[config.mk]
export PLATFORM = sky130hd
export DESIGN_NAME = serial_port_addr_match
export DESIGN_NICKNAME = d
export VERILOG_FILES = /design/src/hdl/serial_port_pkg.sv /design/src/hdl/serial_port_addr_match.sv
export VERILOG_INCLUDE_DIRS = /design/src /design/src/hdl
export SDC_FILE = /design/constraint.sdc
export NUM_CORES = 1
export LEC_CHECK = 0
export ABC_AREA = 1
export BUFFER_PORTS_ARGS = -buffer_cell sky130_fd_sc_hd__buf_4
export CAP_MARGIN = 20
export CORE_MARGIN = 3
export CORE_UTILIZATION = 40
export DETAILED_ROUTE_END_ITERATION = 10
export PLACE_DENSITY = 0.6
export SLEW_MARGIN = 0
export SYNTH_ARGS = -nofsm -noshare
export SYNTH_HDL_FRONTEND = slang
export SYNTH_SLANG_ARGS = --single-unit
[constraint.sdc]
create_clock -name aclk -period 7.4 [get_ports aclk]
set_clock_uncertainty 0.2 [all_clocks]
set_input_delay 0.74 -clock aclk [delete_from_list [all_inputs] [get_ports aclk]]
set_output_delay 0.74 -clock aclk [all_outputs]
set_load 0.05 [all_outputs]
[src/hdl/serial_port_consts.svh]
/*
  Constants of the second serial port: register indices and byte addresses,
  control field positions, bus response codes and bit timing counts.
  Assumes inclusion by bare name from the bench and the design file.
*/
`ifndef SERIAL_PORT_CONSTS_SVH
`define SERIAL_PORT_CONSTS_SVH

// ****************************************
// Register indices and byte addresses
// ****************************************
`define IDX_STATION_ADDR 10'h0aa
`define IDX_ADDR_MASK 10'h0ba
`define IDX_CTRL_STATUS 10'h0c0
`define IDX_DATA_BUF 10'h0c1
`define IDX_POWER_CTRL 10'h0c3
`define ADDR_STATION {`IDX_STATION_ADDR, 2'b00}
`define ADDR_MASK {`IDX_ADDR_MASK, 2'b00}
`define ADDR_CTRL {`IDX_CTRL_STATUS, 2'b00}
`define ADDR_DATA {`IDX_DATA_BUF, 2'b00}
`define ADDR_POWER {`IDX_POWER_CTRL, 2'b00}

// ****************************************
// Field positions
// ****************************************
`define CTL_MODE_LOW 7
`define CTL_MODE_HIGH 6
`define CTL_MULTIPROC 5
`define CTL_RX_ENABLE 4
`define CTL_TX_NINTH 3
`define CTL_RX_NINTH 2
`define CTL_TX_DONE 1
`define CTL_RX_DONE 0
`define PWR_FE_SELECT 0
`define PWR_DOUBLE_RATE 1

// ****************************************
// Bus answers and timing
// ****************************************
`define RESP_OKAY 2'b00
`define RESP_SLVERR 2'b10
`define M0_CLK_SLOW 12
`define M0_CLK_FAST 4
`define M2_CLK_SLOW 64
`define M2_CLK_FAST 32
`define OVERSAMPLE 16
`define FIFO_DEPTH 8
`define DATA_WIDTH 8

`endif

[src/hdl/serial_port_pkg.sv]
/*
  Types of the second serial port: engine states and the register state record.
  Assumes nothing beyond a SystemVerilog compiler.
*/
package serial_port_pkg;

  typedef enum logic [1:0] {
    TX_IDLE = 2'b00,
    TX_SHIFT = 2'b01
  } tx_state_t;

  typedef enum logic [1:0] {
    RX_IDLE = 2'b00,
    RX_START = 2'b01,
    RX_DATA = 2'b11,
    RX_STOP = 2'b10
  } rx_state_t;

  typedef struct packed {
    logic aw_held;
    logic [11:0] aw_addr;
    logic w_held;
    logic [7:0] w_data;
    logic w_en;
    logic awready;
    logic wready;
    logic bvalid;
    logic [1:0] bresp;
    logic arready;
    logic rvalid;
    logic [7:0] rdata;
    logic [1:0] rresp;
    logic [7:0] address_compare_mask;
    logic [7:0] station_address;
    logic frame_error_select;
    logic double_rate;
    logic mode_low;
    logic mode_high_bit;
    logic multiproc_enable;
    logic rx_enable;
    logic tx_ninth_bit;
    logic rx_ninth_bit;
    logic tx_done_flag;
    logic rx_done_flag;
    logic frame_error;
    logic [7:0] rx_buf;
    logic txd;
    logic rxd_out;
    logic rxd_oe;
    logic [3:0] pre_cnt;
    tx_state_t tx_state;
    logic [10:0] tx_shift;
    logic [3:0] tx_bits;
    logic [3:0] tx_os;
    rx_state_t rx_state;
    logic [8:0] rx_shift;
    logic [3:0] rx_bits;
    logic [3:0] rx_os;
  } port_state_t;

endpackage
[src/hdl/serial_port_addr_match.sv]
/*
  Second serial port with multiprocessor framing and slave address recognition,
  reached over AXI4-Lite, with an 8-word FIFO in front of the transmitter.
  Assumes one 100 MHz clock, a synchronous active-low reset, inputs synchronous
  to the clock and a one-cycle baud_tick at sixteen times the bit rate.
*/
`include "serial_port_consts.svh"

// ****************************************
// Transmit FIFO
// ****************************************
module serial_fifo #(
  parameter int WIDTH = 8,
  parameter int DEPTH = 8
) (
  input wire logic aclk,
  input wire logic aresetn,
  input wire logic in_valid,
  output logic in_ready,
  input wire logic [WIDTH-1:0] in_data,
  output logic out_valid,
  input wire logic out_ready,
  output logic [WIDTH-1:0] out_data
);
  localparam int AW = $clog2(DEPTH);
  typedef struct packed {
    logic [DEPTH-1:0][WIDTH-1:0] mem;
    logic [AW-1:0] wr_ptr;
    logic [AW-1:0] rd_ptr;
    logic [AW:0] count;
  } fifo_state_t;
  fifo_state_t st_reg;
  fifo_state_t st_next;
  logic push;
  logic pop;

  assign in_ready = (st_reg.count != (AW + 1)'(DEPTH));
  assign out_valid = (st_reg.count != '0);
  assign out_data = st_reg.mem[st_reg.rd_ptr];

  always_comb begin
    st_next = st_reg;
    push = in_valid && in_ready;
    pop = out_valid && out_ready;
    if (push) begin
      st_next.mem[st_reg.wr_ptr] = in_data;
      st_next.wr_ptr = st_reg.wr_ptr + 1'b1;
    end
    if (pop) begin
      st_next.rd_ptr = st_reg.rd_ptr + 1'b1;
    end
    st_next.count = st_reg.count + (AW + 1)'(push) - (AW + 1)'(pop);
  end

  always_ff @(posedge aclk) begin
    if (!aresetn) begin
      st_reg <= '0;
    end else begin
      st_reg <= st_next;
    end
  end
endmodule

// ****************************************
// Serial port top
// ****************************************
module serial_port_addr_match
  import serial_port_pkg::*;
(
  input wire logic aclk,
  input wire logic aresetn,
  input wire logic [11:0] awaddr,
  input wire logic awvalid,
  output logic awready,
  input wire logic [31:0] wdata,
  input wire logic [3:0] wstrb,
  input wire logic wvalid,
  output logic wready,
  output logic [1:0] bresp,
  output logic bvalid,
  input wire logic bready,
  input wire logic [11:0] araddr,
  input wire logic arvalid,
  output logic arready,
  output logic [31:0] rdata,
  output logic [1:0] rresp,
  output logic rvalid,
  input wire logic rready,
  input wire logic baud_tick,
  input wire logic rxd_in,
  output logic rxd_out,
  output logic rxd_oe,
  output logic txd_out
);
  port_state_t st_reg;
  port_state_t st_next;
  logic [1:0] mode;
  logic [3:0] pre_max;
  logic tick_pre;
  logic async_tick;
  logic half_tick;
  logic fifo_in_valid;
  logic fifo_in_ready;
  logic fifo_out_valid;
  logic fifo_out_ready;
  logic [7:0] fifo_out_data;
  logic wr_go;
  logic wr_mapped;
  logic stop_eval;
  logic addr_match;
  logic rx_ok;
  logic [7:0] rx_data;
  logic rx_ninth;
  logic [3:0] tx_last;

  assign awready = st_reg.awready;
  assign wready = st_reg.wready;
  assign bvalid = st_reg.bvalid;
  assign bresp = st_reg.bresp;
  assign arready = st_reg.arready;
  assign rvalid = st_reg.rvalid;
  assign rresp = st_reg.rresp;
  assign rdata = {24'h00_0000, st_reg.rdata};
  assign rxd_out = st_reg.rxd_out;
  assign rxd_oe = st_reg.rxd_oe;
  assign txd_out = st_reg.txd;

  serial_fifo #(
    .WIDTH(`DATA_WIDTH),
    .DEPTH(`FIFO_DEPTH)
  ) tx_fifo (
    .aclk(aclk),
    .aresetn(aresetn),
    .in_valid(fifo_in_valid),
    .in_ready(fifo_in_ready),
    .in_data(st_reg.w_data),
    .out_valid(fifo_out_valid),
    .out_ready(fifo_out_ready),
    .out_data(fifo_out_data)
  );

  always_comb begin
    st_next = st_reg;
    mode = {st_reg.mode_low, st_reg.mode_high_bit};
    // One shared prescaler: mode 2 oversample ticks or mode 0 half bit ticks.
    if (mode == 2'b10) begin
      pre_max = st_reg.double_rate ? 4'(`M2_CLK_FAST / `OVERSAMPLE - 1) : 4'(`M2_CLK_SLOW / `OVERSAMPLE - 1);
    end else begin
      pre_max = st_reg.multiproc_enable ? 4'(`M0_CLK_FAST / 2 - 1) : 4'(`M0_CLK_SLOW / 2 - 1);
    end
    tick_pre = (st_reg.pre_cnt >= pre_max);
    st_next.pre_cnt = tick_pre ? 4'h0 : st_reg.pre_cnt + 4'h1;
    async_tick = (mode == 2'b10) ? tick_pre : baud_tick;
    half_tick = (mode == 2'b00) && tick_pre;

    // ****************************************
    // Register writes
    // ****************************************
    if (awvalid && st_reg.awready) begin
      st_next.aw_held = 1'b1;
      st_next.aw_addr = awaddr;
      st_next.awready = 1'b0;
    end
    if (wvalid && st_reg.wready) begin
      st_next.w_held = 1'b1;
      st_next.w_data = wdata[7:0];
      st_next.w_en = wstrb[0];
      st_next.wready = 1'b0;
    end
    wr_mapped = (st_reg.aw_addr == `ADDR_STATION) || (st_reg.aw_addr == `ADDR_MASK) ||
      (st_reg.aw_addr == `ADDR_CTRL) || (st_reg.aw_addr == `ADDR_DATA) || (st_reg.aw_addr == `ADDR_POWER);
    fifo_in_valid = st_reg.aw_held && st_reg.w_held && !st_reg.bvalid && st_reg.w_en &&
      (st_reg.aw_addr == `ADDR_DATA);
    // A data write is held off while the FIFO is full, which stalls the bus.
    wr_go = st_reg.aw_held && st_reg.w_held && !st_reg.bvalid && (!fifo_in_valid || fifo_in_ready);
    if (wr_go) begin
      st_next.aw_held = 1'b0;
      st_next.w_held = 1'b0;
      st_next.bvalid = 1'b1;
      st_next.bresp = wr_mapped ? `RESP_OKAY : `RESP_SLVERR;
      if (st_reg.w_en) begin
        unique case (st_reg.aw_addr)
          `ADDR_STATION: st_next.station_address = st_reg.w_data;
          `ADDR_MASK: st_next.address_compare_mask = st_reg.w_data;
          `ADDR_POWER: begin
            st_next.frame_error_select = st_reg.w_data[`PWR_FE_SELECT];
            st_next.double_rate = st_reg.w_data[`PWR_DOUBLE_RATE];
          end
          `ADDR_CTRL: begin
            if (st_reg.frame_error_select) begin
              st_next.frame_error = st_reg.w_data[`CTL_MODE_LOW];
            end else begin
              st_next.mode_low = st_reg.w_data[`CTL_MODE_LOW];
            end
            st_next.mode_high_bit = st_reg.w_data[`CTL_MODE_HIGH];
            st_next.multiproc_enable = st_reg.w_data[`CTL_MULTIPROC];
            st_next.rx_enable = st_reg.w_data[`CTL_RX_ENABLE];
            st_next.tx_ninth_bit = st_reg.w_data[`CTL_TX_NINTH];
            st_next.rx_ninth_bit = st_reg.w_data[`CTL_RX_NINTH];
            st_next.tx_done_flag = st_reg.w_data[`CTL_TX_DONE];
            st_next.rx_done_flag = st_reg.w_data[`CTL_RX_DONE];
          end
          default: ;
        endcase
      end
    end
    if (st_reg.bvalid && bready) begin
      st_next.bvalid = 1'b0;
      st_next.awready = 1'b1;
      st_next.wready = 1'b1;
    end

    // ****************************************
    // Register reads
    // ****************************************
    if (arvalid && st_reg.arready) begin
      st_next.arready = 1'b0;
      st_next.rvalid = 1'b1;
      st_next.rresp = `RESP_OKAY;
      unique case (araddr)
        `ADDR_STATION: st_next.rdata = st_reg.station_address;
        `ADDR_MASK: st_next.rdata = st_reg.address_compare_mask;
        `ADDR_POWER: st_next.rdata = {6'b00_0000, st_reg.double_rate, st_reg.frame_error_select};
        `ADDR_CTRL: st_next.rdata = {st_reg.frame_error_select ? st_reg.frame_error : st_reg.mode_low,
          st_reg.mode_high_bit, st_reg.multiproc_enable, st_reg.rx_enable, st_reg.tx_ninth_bit,
          st_reg.rx_ninth_bit, st_reg.tx_done_flag, st_reg.rx_done_flag};
        `ADDR_DATA: st_next.rdata = st_reg.rx_buf;
        default: begin
          st_next.rdata = 8'h00;
          st_next.rresp = `RESP_SLVERR;
        end
      endcase
    end
    if (st_reg.rvalid && rready) begin
      st_next.rvalid = 1'b0;
      st_next.arready = 1'b1;
    end

    // ****************************************
    // Transmitter, after software so that hardware sets win
    // ****************************************
    tx_last = (mode == 2'b01) ? 4'd9 : 4'd10;
    fifo_out_ready = (st_reg.tx_state == TX_IDLE) && !(mode == 2'b00 && st_reg.rx_state != RX_IDLE);
    unique case (st_reg.tx_state)
      TX_IDLE: begin
        if (fifo_out_valid && fifo_out_ready) begin
          st_next.tx_state = TX_SHIFT;
          st_next.tx_bits = 4'h0;
          st_next.tx_os = 4'h0;
          if (mode == 2'b00) begin
            st_next.tx_shift = {3'b111, fifo_out_data};
            st_next.rxd_oe = 1'b1;
            st_next.rxd_out = fifo_out_data[0];
          end else begin
            st_next.tx_shift = {1'b1, (mode == 2'b01) ? 1'b1 : st_reg.tx_ninth_bit, fifo_out_data, 1'b0};
            st_next.txd = 1'b0;
          end
        end
      end
      TX_SHIFT: begin
        if (mode == 2'b00) begin
          if (half_tick && !st_reg.tx_os[0]) begin
            st_next.txd = 1'b0;
            st_next.rxd_out = st_reg.tx_shift[0];
            st_next.tx_os = 4'h1;
          end else if (half_tick) begin
            st_next.txd = 1'b1;
            st_next.tx_shift = {1'b1, st_reg.tx_shift[10:1]};
            st_next.tx_bits = st_reg.tx_bits + 4'h1;
            st_next.tx_os = 4'h0;
            if (st_reg.tx_bits == 4'h7) begin
              st_next.tx_done_flag = 1'b1;
              st_next.tx_state = TX_IDLE;
              st_next.rxd_oe = 1'b0;
            end
          end
        end else if (async_tick) begin
          st_next.tx_os = st_reg.tx_os + 4'h1;
          if (st_reg.tx_os == 4'hf) begin
            st_next.tx_shift = {1'b1, st_reg.tx_shift[10:1]};
            st_next.txd = st_reg.tx_shift[1];
            st_next.tx_bits = st_reg.tx_bits + 4'h1;
            if (st_reg.tx_bits + 4'h1 == tx_last) begin
              st_next.tx_done_flag = 1'b1;
            end
            if (st_reg.tx_bits == tx_last) begin
              st_next.tx_state = TX_IDLE;
              st_next.txd = 1'b1;
            end
          end
        end
      end
      default: st_next.tx_state = TX_IDLE;
    endcase

    // ****************************************
    // Receiver
    // ****************************************
    stop_eval = 1'b0;
    unique case (st_reg.rx_state)
      RX_IDLE: begin
        st_next.rx_os = 4'h0;
        st_next.rx_bits = 4'h0;
        if (mode == 2'b00) begin
          if (st_reg.rx_enable && !st_reg.rx_done_flag && st_reg.tx_state == TX_IDLE && !fifo_out_valid) begin
            st_next.rx_state = RX_DATA;
          end
        end else if (st_reg.rx_enable && async_tick && !rxd_in) begin
          st_next.rx_state = RX_START;
        end
      end
      RX_START: begin
        if (async_tick) begin
          st_next.rx_os = st_reg.rx_os + 4'h1;
          if (st_reg.rx_os == 4'h7) begin
            st_next.rx_os = 4'h0;
            // A start bit that is high again at mid bit was a glitch.
            st_next.rx_state = rxd_in ? RX_IDLE : RX_DATA;
          end
        end
      end
      RX_DATA: begin
        if (mode == 2'b00) begin
          if (half_tick && !st_reg.rx_os[0]) begin
            st_next.txd = 1'b0;
            st_next.rx_os = 4'h1;
          end else if (half_tick) begin
            st_next.txd = 1'b1;
            st_next.rx_os = 4'h0;
            st_next.rx_shift = {rxd_in, st_reg.rx_shift[8:1]};
            st_next.rx_bits = st_reg.rx_bits + 4'h1;
            if (st_reg.rx_bits == 4'h7) begin
              st_next.rx_buf = {rxd_in, st_reg.rx_shift[8:2]};
              st_next.rx_done_flag = 1'b1;
              st_next.rx_state = RX_IDLE;
            end
          end
        end else if (async_tick) begin
          st_next.rx_os = st_reg.rx_os + 4'h1;
          if (st_reg.rx_os == 4'hf) begin
            st_next.rx_shift = {rxd_in, st_reg.rx_shift[8:1]};
            st_next.rx_bits = st_reg.rx_bits + 4'h1;
            if (st_reg.rx_bits == ((mode == 2'b01) ? 4'h7 : 4'h8)) begin
              st_next.rx_state = RX_STOP;
            end
          end
        end
      end
      RX_STOP: begin
        if (async_tick) begin
          st_next.rx_os = st_reg.rx_os + 4'h1;
          if (st_reg.rx_os == 4'hf) begin
            stop_eval = 1'b1;
            st_next.rx_state = RX_IDLE;
          end
        end
      end
      default: st_next.rx_state = RX_IDLE;
    endcase
    rx_data = (mode == 2'b01) ? st_reg.rx_shift[8:1] : st_reg.rx_shift[7:0];
    rx_ninth = (mode == 2'b01) ? rxd_in : st_reg.rx_shift[8];
    addr_match = (((rx_data ^ st_reg.station_address) & st_reg.address_compare_mask) == 8'h00);
    if (mode == 2'b01) begin
      rx_ok = !st_reg.rx_done_flag && (!st_reg.multiproc_enable || rxd_in);
    end else begin
      rx_ok = !st_reg.rx_done_flag && (!st_reg.multiproc_enable || (rx_ninth && addr_match));
    end
    if (stop_eval && rx_ok) begin
      st_next.rx_buf = rx_data;
      st_next.rx_ninth_bit = rx_ninth;
      st_next.rx_done_flag = 1'b1;
    end
    if (stop_eval && !rxd_in) begin
      st_next.frame_error = 1'b1;
    end
  end

  always_ff @(posedge aclk) begin
    if (!aresetn) begin
      st_reg <= '0;
      st_reg.awready <= 1'b1;
      st_reg.wready <= 1'b1;
      st_reg.arready <= 1'b1;
      st_reg.txd <= 1'b1;
    end else begin
      st_reg <= st_next;
    end
  end
endmodule

-- Word level (Yosys, flattened, before mapping)
Index checks and enable logic that the tools add are counted.
- register bits after elaboration: 196
- bits of input ports: 69
- output and inout port bits: 44
- add/sub/neg operators: 9
- $lt $le $gt $ge: 4
- equal/unequal tests: 55
- multiplexer cells: 98
- bitwise logic cells: 4
- reductions and logical operators: 87
- operator list (cell ; count):
    12-bit by 10-bit == test with 1-bit output (second input constant) ; 10
    21-bit 2-to-1 mux ; 4
    64-bit bitwise mux ; 1
    19-bit 2-to-1 mux ; 3
    8-bit 2-to-1 mux ; 6
    3-bit inequality test (second input constant) ; 14
    8-bit one-hot mux with 5 select lines ; 1
    19-bit one-hot mux with 2 select lines ; 1
    1-bit 2-to-1 mux ; 37
    2-bit 2-to-1 mux ; 18
    4-bit 2-to-1 mux ; 9
    17-bit 2-to-1 mux ; 2
    2-bit nonzero test ; 16
    15-bit 2-to-1 mux ; 2
    1-bit logical AND ; 28
    9-bit 2-to-1 mux ; 3
    8-bit binary-select mux with 3-bit select ; 1
    8-bit demux with 3-bit select ; 1
    2-bit inequality test (second input constant) ; 12
    4-bit by 1-bit adder with 4-bit output (second input constant) ; 5
    5-bit AND reduction ; 4
    4-bit one-hot mux with 4 select lines ; 1
    4-bit AND reduction ; 4
    3-bit AND reduction ; 5
    32 further kinds ; 69

-- Longest topological paths before layout
Gate-level depths: netlist (run 1).
- depth after elaboration: 14
- mapped depth: 18
- depth with buffers taken out: 18

-- Modules after synthesis
From an unflattened synthesis (run 1), not the netlist that was laid out.
- cells, all modules: 1576
- area, all modules: 10371.2 sq um
- modules (own cells, without submodules) (module ; instances ; cells each ; area an instance (sq um) ; sequential area each (sq um)):
    serial_port_addr_match ; 1 ; 968 ; 6487.5 ; 2382.3
    serial_fifo ; 1 ; 608 ; 3883.7 ; 1481.4

-- Worst setup path before layout (run 1)
Ideal clock, no wire load.
- path kind: reg2reg
- from: reg st_reg, in the netlist mode[1]
- to: reg st_reg[28] in the netlist's numbering
- library setup time: 0.113 ns
- arrival time: 2.202 ns
- data required time: 7.087 ns
- path slack: 4.886 ns
- cell stages (with the launch flop): 18
- period minus slack after synthesis: 2.514 ns
- cells stage by stage: dfxtp_1 > inv_4 > nor2_4 > nand2_1 > ha_1 > nand2_1 > inv_1 > o21ai_0 > nand2_1 > nand2_1 > nor2_1 > nand2_1 > o21ai_0 > inv_2 > nand2_1 > buf_4 > nor2_1 > nor2_1
- longest elaborated chain between the ends: 7
- elaborated cells between the ends (all ways): 21
- those cells by class: order compare: 1; eq/ne: 6; mux: 6; reduce/logical: 8
- RTL lines (element ; RTL line ; RTL):
    from (decl) ; serial_port_addr_match.sv:95 ; port_state_t st_reg;
    from (signal assigned) ; serial_port_addr_match.sv:386 ; st_reg <= st_next;
    2-bit == test / 2-bit zero test (equally long branches) ; - ;
    3-bit 2-to-1 mux / 1-bit logical AND (equally long branches) ; serial_port_addr_match.sv:146, serial_port_addr_match.sv:243 ;
    4-bit greater-or-equal comparator / 1-bit zero test (equally long branches) ; serial_port_addr_match.sv:151, serial_port_addr_match.sv:243 ;
    1-bit logical AND (on tied branches) ; serial_port_addr_match.sv:154, serial_port_addr_match.sv:243 ;
    1-bit logical AND (on tied branches) ; serial_port_addr_match.sv:262, serial_port_addr_match.sv:246 ;
    3-bit inequality test (no source line) / 2-bit by 1-bit inequality test with 1-bit output (equally long branches) ; - ;
    6-bit AND reduction (no source line) ; - ;
Several ways; a longest one is shown, not always the timed one. The select of a mux whose other input is x is not followed.
A chain may end at the register's enable or synchronous reset.

-- Worst setup path in the final report (run 1)
- from: reg st_reg, in the netlist mode[0]
- to: reg st_reg[23] in the netlist's numbering
- longest elaborated chain between the ends: 7
- elaborated cells between the ends (all ways): 19
- those cells by class: order compare: 1; eq/ne: 6; mux: 4; reduce/logical: 8
- RTL lines (element ; RTL line):
    2-bit == test / 2-bit zero test (equally long branches) ; -
    3-bit 2-to-1 mux / 1-bit logical AND (equally long branches) ; serial_port_addr_match.sv:146, serial_port_addr_match.sv:243
    4-bit greater-or-equal comparator / 1-bit zero test (equally long branches) ; serial_port_addr_match.sv:151, serial_port_addr_match.sv:243
    1-bit logical AND (on tied branches) ; serial_port_addr_match.sv:154, serial_port_addr_match.sv:243
    1-bit logical AND (on tied branches) ; serial_port_addr_match.sv:262, serial_port_addr_match.sv:246
    3-bit inequality test (no source line) / 2-bit by 1-bit inequality test with 1-bit output (equally long branches) ; -
    6-bit AND reduction (no source line) ; -
Several ways; a longest one is shown, not always the timed one.

==> impl_results.md, run 1 <==
* Synth warnings at 0
* Maximum number of buffers from clock root to sink at 2
* Number of buffers inserted for hold repair after clock tree synthesis at 0
* Maximum number of pins on one net before global-route repair at 115
* Leakage power at 4.35 nW
* Clock power share at 31.2%
* Synth Area in Compound Gates at 21.8%
* Worst max-slew margin expressed relative to the limit at 32.7%
* Clock latency on the worst-skew pair at 0.44 ns
* Post-synthesis register bit count at 193
* Number of cell rows at 56
* Number of endpoints failing setup at the final stage at 0
* Switching component of the power at 1.15 mW
* Number of buffers added by the clock tree synthesis step at 17
* Final period utilization at 47.4%
* Multiplexer share of the synthesized area at 0%
* Post-Place Cells at 1,679
* Number of I/O port buffers at 59
* HPWL Detailed at 17.5 mm
* Gr usage total at 19.1%
* I/O pin count at 113
* Adder-Cell Fraction of Synth Area at 2.15%
* Via count of the first global-routing pass at 7,897
* Worst setup slack before clock tree synthesis at 3.93 ns
* Top achievable clock speed at 285 MHz
* Transition time of the tightest slew-check pin at 1.01 ns
* Number of antenna violations at the first check in global routing at 0
* Number of instances resized during post-cts repair at 0
* Proportion of power drawn by flip-flops and latches at 40.5%
* Number of routed nets with antenna violations at 0
* Combinational power share at 28.3%
* Switching share of power at 38.3%
* Sort of element at the start of the critical path: register
* Required time worst endpoint at 7.49 ns
* Starting density of the core at 40.9%
* Count of TritonRoute iterations in the first routing pass at 5
* Distinct cell type count after synthesis at 46
* Worst vdd ir at 151 µV
* Tightest hold margin at 0.251 ns
* Count of endpoints failing hold in the final timing report at 0
* Number of flip-flops in the largest register at 99
* Height of the die at 161 µm
* Kind of capture point of the worst setup path: register
* Overall overflow remaining after global route at 0
* Hold Crit Class: reg2reg
* Status: finished clean
* Number of stages on the worst hold path at 2
* Shortest clock period the worst path allows after layout at 3.50 ns
* Largest driver fanout on the critical path at 25
* Post-Syn Area at 9650 µm²
* Number of sinks driven by the clock tree at 193
* Portion of the post-synthesis area used by sequential elements at 40.0%
* Nets at 1,464
* Violation count after the first detailed-routing iteration at 835
* Power per cell area at 282 nW/µm²
* Startpoint of the tightest hold check path: rxd_out
* Setup repair after global routing missed its margin: no
* Crit Path Category: reg2reg
* Flip-flop cell with the highest count after synthesis: sky130_fd_sc_hd__dfxtp_1
* Setup slack on the worst flop-to-flop path at 3.90 ns
* Die Area at 26,000 µm²
* Avg Inst Size Synth at 7.05 µm²
* Total length of routed wires at 25.2 mm
* Placeable core region at 23,600 µm²
* Die X at 161 µm
* Wire length of the first global-routing pass at 40.8 mm
* H-Tree Level Count at 4
* Hold Path End: rxd_out
* Data arrival at the endpoint of the critical path at 3.60 ns
* Final instance count without filler cells at 1,711
* Area added between synthesis and finish at 10.4%
* Setup ws final at 3.90 ns
* Number of cells produced by synthesis at 1,369
* Number of flops mapped to enable cells by yosys at 0
* Max-cap violations at 0
* Number of setup buffers added after CTS at 0
* Vias at 8,859
* Clock Tree Root: sky130_fd_sc_hd__clkbuf_16
* Cell-internal power at 1.85 mW
* Fraction of layout instances using a drive strength above 1 at 8.76%
* Avg WL per Cell at 14.7 µm
* Clock-pin transition on the worst setup and hold timing paths at 0.07 ns
* Final Slew Violations at 0
* Basic-gate share of the synthesized area counting and, or, nand and nor cells at 24.3%
* Setup tns final at 0 ns
* RePlAce Congestion at 0.888
* Xor and xnor area share after synthesis at 0.635%
* R2R Path Start: mode[0]
* Combinational family with the most area after synthesis: simple AND/OR/NAND/NOR gates
* Drt via density at 5.18
* DRC Markers at 0
* Reg-to-Reg End: st_reg[23]
* Worst-case reg-to-reg path depth at 13
* N_diodes at 0
* TritonCTS clock tree: built
* Share of async-settable or async-resettable flops after synthesis at 0%
-- cell usage after synthesis (2+ instances only) --
master | instances | share of area (%)
sky130_fd_sc_hd__and2_1 | 2 | 0.13
sky130_fd_sc_hd__dfxtp_1 | 193 | 40
sky130_fd_sc_hd__o22ai_1 | 21 | 1.4
sky130_fd_sc_hd__o21ai_0 | 186 | 9.6
sky130_fd_sc_hd__o2111ai_1 | 3 | 0.27
sky130_fd_sc_hd__xor2_1 | 6 | 0.54
sky130_fd_sc_hd__nand2_1 | 225 | 8.8
sky130_fd_sc_hd__inv_1 | 117 | 4.6
sky130_fd_sc_hd__nand3_1 | 109 | 5.7
sky130_fd_sc_hd__nand2_4 | 5 | 0.58
sky130_fd_sc_hd__a211oi_1 | 6 | 0.47
sky130_fd_sc_hd__a21oi_1 | 171 | 8.9
sky130_fd_sc_hd__buf_6 | 3 | 0.35
sky130_fd_sc_hd__inv_2 | 3 | 0.12
sky130_fd_sc_hd__nor3_1 | 12 | 0.62
sky130_fd_sc_hd__buf_4 | 48 | 3.7
sky130_fd_sc_hd__a31oi_1 | 5 | 0.32
sky130_fd_sc_hd__nand4_1 | 18 | 1.2
sky130_fd_sc_hd__and3_1 | 2 | 0.13
sky130_fd_sc_hd__ha_1 | 15 | 1.9
sky130_fd_sc_hd__clkinv_1 | 9 | 0.35
sky130_fd_sc_hd__clkbuf_1 | 38 | 1.5
sky130_fd_sc_hd__o21a_1 | 2 | 0.16
sky130_fd_sc_hd__nor2_4 | 11 | 1.3
sky130_fd_sc_hd__nor2_1 | 127 | 4.9
sky130_fd_sc_hd__nor4_1 | 3 | 0.19
sky130_fd_sc_hd__buf_2 | 7 | 0.36
sky130_fd_sc_hd__o211ai_1 | 4 | 0.31
-- cell usage in the layout (no fill, tap or decap), types with 2 or more instances in the layout --
master and n:
sky130_fd_sc_hd__a211oi_1 6, sky130_fd_sc_hd__a21oi_1 171, sky130_fd_sc_hd__a31oi_1 5, sky130_fd_sc_hd__and2_1 2, sky130_fd_sc_hd__and3_1 2, sky130_fd_sc_hd__buf_4 63, sky130_fd_sc_hd__clkbuf_16 17, sky130_fd_sc_hd__clkinv_1 9
sky130_fd_sc_hd__clkinv_4 3, sky130_fd_sc_hd__clkinv_8 6, sky130_fd_sc_hd__conb_1 26, sky130_fd_sc_hd__dfxtp_1 193, sky130_fd_sc_hd__ha_1 15, sky130_fd_sc_hd__inv_1 117, sky130_fd_sc_hd__inv_2 3, sky130_fd_sc_hd__inv_8 3
sky130_fd_sc_hd__nand2_1 225, sky130_fd_sc_hd__nand2_4 5, sky130_fd_sc_hd__nand3_1 109, sky130_fd_sc_hd__nand4_1 18, sky130_fd_sc_hd__nor2_1 127, sky130_fd_sc_hd__nor2_4 11, sky130_fd_sc_hd__nor3_1 12, sky130_fd_sc_hd__nor4_1 3
sky130_fd_sc_hd__o2111ai_1 3, sky130_fd_sc_hd__o211ai_1 4, sky130_fd_sc_hd__o21a_1 2, sky130_fd_sc_hd__o21ai_0 186, sky130_fd_sc_hd__o22ai_1 21, sky130_fd_sc_hd__xor2_1 6
-- layout make-up --
cell class,count,area [µm²]
Tap cell,319,399
Clock buffer,17,425
Clock inverter,15,190
Sequential cell,193,3860
Inverter,130,490
Timing Repair Buffer,63,473
Multi-Input combinational cell,974,4820
Fill cell,2446,13000
-- kinds of logic (layout without fill, tap and decap cells) --
kind of cell,after synthesis,count (layout)
adders and majority gates,16,16
and+or+nand+nor,522,522
DFF,193,193
buffers and inverters,227,225
other,1,26
xor gates and xnor gates,7,7
AOI/OAI and AO/OA,403,403
-- critical path, stage by stage, from the launching register on --
cell and delay, ns:
sky130_fd_sc_hd__dfxtp_1 0.83, sky130_fd_sc_hd__o21ai_0 0.22, sky130_fd_sc_hd__ha_1 0.31, sky130_fd_sc_hd__o21ai_0 0.10
sky130_fd_sc_hd__nand2_1 0.17, sky130_fd_sc_hd__nand2_1 0.09, sky130_fd_sc_hd__o21ai_2 0.13, sky130_fd_sc_hd__nor2_1 0.07
sky130_fd_sc_hd__nor2_1 0.14, sky130_fd_sc_hd__nand2_1 0.08, sky130_fd_sc_hd__nand2_2 0.38, sky130_fd_sc_hd__nand2_1 0.39
sky130_fd_sc_hd__nand2_1 0.16, sky130_fd_sc_hd__a21oi_1 0.07
-- power groups by stage --
stage                     Combinational [mW]  Clock (mW)  Sequential, mW
after floorplan                        0.681           0            1.21
after global placement                 0.849           0            1.24
after detailed placement               0.852           0            1.24
after CTS                              0.857       0.961            1.22
after global routing                   0.962       0.999            1.23
final                                  0.851       0.937            1.22
-- per-layer routing --
layer  vias up  GRT usage (%)  routed length, µm
met2       227           30.1              11400
met3        30           3.85               1380
met5         -              0                  0
li1       4561              -                  -
met1      4041           26.7              12100
met4         0           5.08                337
-- worst max path at each step --
stage	startpoint	end	slack, ns	cells past startpoint
2_1_floorplan	mode[1]	st_reg[28]	4.89	17
3_3_place_gp	mode[0]	st_reg[28]	3.92	14
3_5_place_dp	mode[0]	st_reg[29]	3.93	13
4_1_cts	mode[0]	st_reg[28]	3.91	14
5_1_grt	mode[0]	st_reg[33]	3.63	13
6_report	mode[0]	st_reg[23]	3.90	13
-- metrics by stage --
stage	power, mW	cell area [µm²]	util, %
after floorplan	1.89	9750	-
after global placement	2.09	10000	42.5
after detailed placement	2.09	10000	42.5
after CTS	3.03	10700	45.1
after global routing	3.19	10700	45.1
final	3.01	10700	45.1
Power figures use the tool's default switching activity.
==> run 2, diff against run 1 <==
Settings changed: PLACE_DENSITY 0.6 to 0.62.
Clock period 7.4 ns to 2.8 ns, I/O delays scaled along.
==> run 2 against run 1 <==
Against the previous run: register-to-register slack worse by 3.7 ns; combinational power rose to 3.0 times the previous value; count of clock-buffer cells in the layout unchanged; final cell count up 3.6%; setup slack worse by 3.7 ns; die area unchanged; cell area up 5.4%; worst hold slack worse by 0.13 ns.
==> impl_results.md, run 2 (synthesis gave the netlist of run 1 again) <==
* H-Tree Level Count at 4 (unchanged)
* Nets at 1,525 (+4.2%)
* HPWL Detailed at 17.9 mm (+2.5%)
* Area added between synthesis and finish at 16.4%
* Status: finished clean
* Count of TritonRoute iterations in the first routing pass at 5 (unchanged)
* Required time worst endpoint at 2.93 ns (-4.56 ns)
* Via count of the first global-routing pass at 8,292 (+5.0%)
* Shortest clock period the worst path allows after layout at 2.56 ns (-0.945 ns)
* Vias at 9,147 (+3.3%)
* Number of sinks driven by the clock tree at 193 (unchanged)
* Maximum number of pins on one net before global-route repair at 92 (-20%)
* Total length of routed wires at 25.8 mm (+2.3%)
* Sort of element at the start of the critical path: register
* Leakage power at 4.63 nW (+6.4%)
* Drt via density at 5.16 (-0.30%)
* Hold Crit Class: in2reg
* Power per cell area at 726 nW/µm² (+160%)
* Count of endpoints failing hold in the final timing report at 0 (unchanged)
* CP max-delay cell: sky130_fd_sc_hd__fa_1
* N_diodes at 0 (unchanged)
* Filler cell count at 2,378 (-2.8%)
* Final instance count without filler cells at 1,772 (+3.6%)
* Violation count after the first detailed-routing iteration at 693 (-17%)
* Top achievable clock speed at 391 MHz (+37%)
* DRC Markers at 0 (unchanged)
* Total power at 8.15 mW (+170%)
* Transition time of the tightest slew-check pin at 0.674 ns (-0.335 ns)
* Multi-input gate area in the final layout at 4840 µm² (+0.49%)
* Avg WL per Cell at 14.6 µm (-1.3%)
* Kind of capture point of the worst setup path: register
* Most common library cell in the layout ignoring fill and taps: sky130_fd_sc_hd__nand2_1
* Sequential cell area at 3870 µm² (about the same)
* Crit Path Category: reg2reg
* Number of I/O port buffers at 59 (unchanged)
* Data arrival at the endpoint of the critical path at 2.69 ns (-0.91 ns)
* Wire length of the first global-routing pass at 41.9 mm (+2.6%)
* Clock Tree Root: sky130_fd_sc_hd__clkbuf_16
* Worst vdd ir at 314 µV (+110%)
* CP most frequent cell: sky130_fd_sc_hd__inv_1
* Commonest non-fill, non-tap cells in the layout: sky130_fd_sc_hd__nand2_1 (222), sky130_fd_sc_hd__dfxtp_1 (191), sky130_fd_sc_hd__o21ai_0 (185)
* Starting density of the core at 40.9% (unchanged)
* CP bufs+invs at 4 (+4)
* Final period utilization at 91.4% (+44 points)
* Utilization after layout at 47.6% (+2.4 points)
* I/O pin count at 113 (unchanged)
* Clock-pin transition on the worst setup and hold timing paths at 0.08 ns (about the same)
* Maximum number of buffers from clock root to sink at 2 (unchanged)
* Number of antenna violations at the first check in global routing at 0 (unchanged)
* Clock latency on the worst-skew pair at 0.44 ns (about the same)
* Number of buffers added by the clock tree synthesis step at 17 (unchanged)
* Max-cap violations at 0 (unchanged)
* Post-Place Cells at 1,700 (+1.3%)
* Die Area at 26,000 µm² (unchanged)
* Largest driver fanout on the critical path at 3 (-88%)
* Die X at 161 µm (unchanged)
* Setup tns final at 0 ns (unchanged)
* Number of endpoints failing setup at the final stage at 0 (unchanged)
* Worst setup slack before clock tree synthesis at 0.0436 ns (-3.89 ns)
* Gr usage total at 19.7% (+0.57 points)
* Height of the die at 161 µm (unchanged)
* RePlAce Congestion at 0.872 (-1.8%)
* Number of routed nets with antenna violations at 0 (unchanged)
* TritonCTS clock tree: built
* Max stage delay on crit path at 0.40 ns (-0.43 ns)
* Final Slew Violations at 0 (unchanged)
* Worst max-slew margin expressed relative to the limit at 54.9% (+22 points)
* Overall overflow remaining after global route at 0 (unchanged)
* Worst path top cell family by delay: adder cells
* Placeable core region at 23,600 µm² (unchanged)
* Fraction of layout instances using a drive strength above 1 at 10.6% (+1.8 points)
* Setup ws final at 0.241 ns (-3.65 ns)
* Ordered list of cells on the worst path: inv_1 > ha_1 > nand3_2 > inv_1 > nor3_4 > ha_1 > inv_1 > ha_1 > inv_1 > fa_1 > xor2_1 > nor2_1
* Number of cell rows at 56 (unchanged)
* Number of flip-flops in the largest register at 99 (unchanged)
## run 2: layer usage
metal	GRT usage [%]	wire length (µm)	vias to the layer above
met1	27.0	12100	4200
li1	-	-	4680
met2	32.0	12100	240
met4	5.67	391	0
met5	0	0	-
met3	3.21	1210	27
## run 2: worst paths after layout
| kind | from | to | slack (ns) | cells after the start |
|---|---|---|---|---|
| worst max-delay path | tx_fifo.st_reg[2] | tx_fifo.st_reg[2] | 0.24 | 12 |
| worst min-delay path | araddr[2] | rdata[1] | 0.12 | 5 |
| worst max register to register | tx_fifo.st_reg[2] | tx_fifo.st_reg[2] | 0.24 | 12 |
| worst min register to register | rxd_out | rxd_out | 0.25 | 2 |
## run 2: area by class of cell
type / instances / area share (%)
Timing Repair Buffer: 124 / 9.35
Clock buffer: 17 / 3.79
Multi-Input combinational cell: 974 / 43.1
Clock inverter: 15 / 1.46
Inverter: 130 / 4.37
Tap cell: 319 / 3.55
Sequential cell: 193 / 34.4
## run 2: power breakdown
part / switching [mW] / internal (mW) / leakage, nW
clock network: 1.24 / 1.20 / 0.291
logic: 1.68 / 0.894 / 2.77
registers: 0.176 / 2.96 / 1.57
## run 2: per-stage QoR
step | cell area, µm² | hold WS (ns)
5_1_grt | 11200 | 0.119
3_3_place_gp | 10200 | 0.239
4_1_cts | 11200 | 0.109
3_5_place_dp | 10200 | 0.244
2_1_floorplan | 9750 | 0.217
6_report | 11200 | 0.122
## run 2: what timing repair did
item	4_1_cts	5_1_grt
endpoints found under the setup margin	0	48
setup buffers	0	2
gates resized for setup	0	10
endpoints found under the hold margin	29	0
hold buffers	38	0
## run 2: worst reg2reg max path, stage by stage, from the launching register on
cell and delay, ns:
sky130_fd_sc_hd__dfxtp_1 0.31, sky130_fd_sc_hd__inv_1 0.06, sky130_fd_sc_hd__ha_1 0.21, sky130_fd_sc_hd__nand3_2 0.14
sky130_fd_sc_hd__inv_1 0.10, sky130_fd_sc_hd__nor3_4 0.30, sky130_fd_sc_hd__ha_1 0.28, sky130_fd_sc_hd__inv_1 0.06
sky130_fd_sc_hd__ha_1 0.13, sky130_fd_sc_hd__inv_1 0.06, sky130_fd_sc_hd__fa_1 0.40, sky130_fd_sc_hd__xor2_1 0.14
sky130_fd_sc_hd__nor2_1 0.05
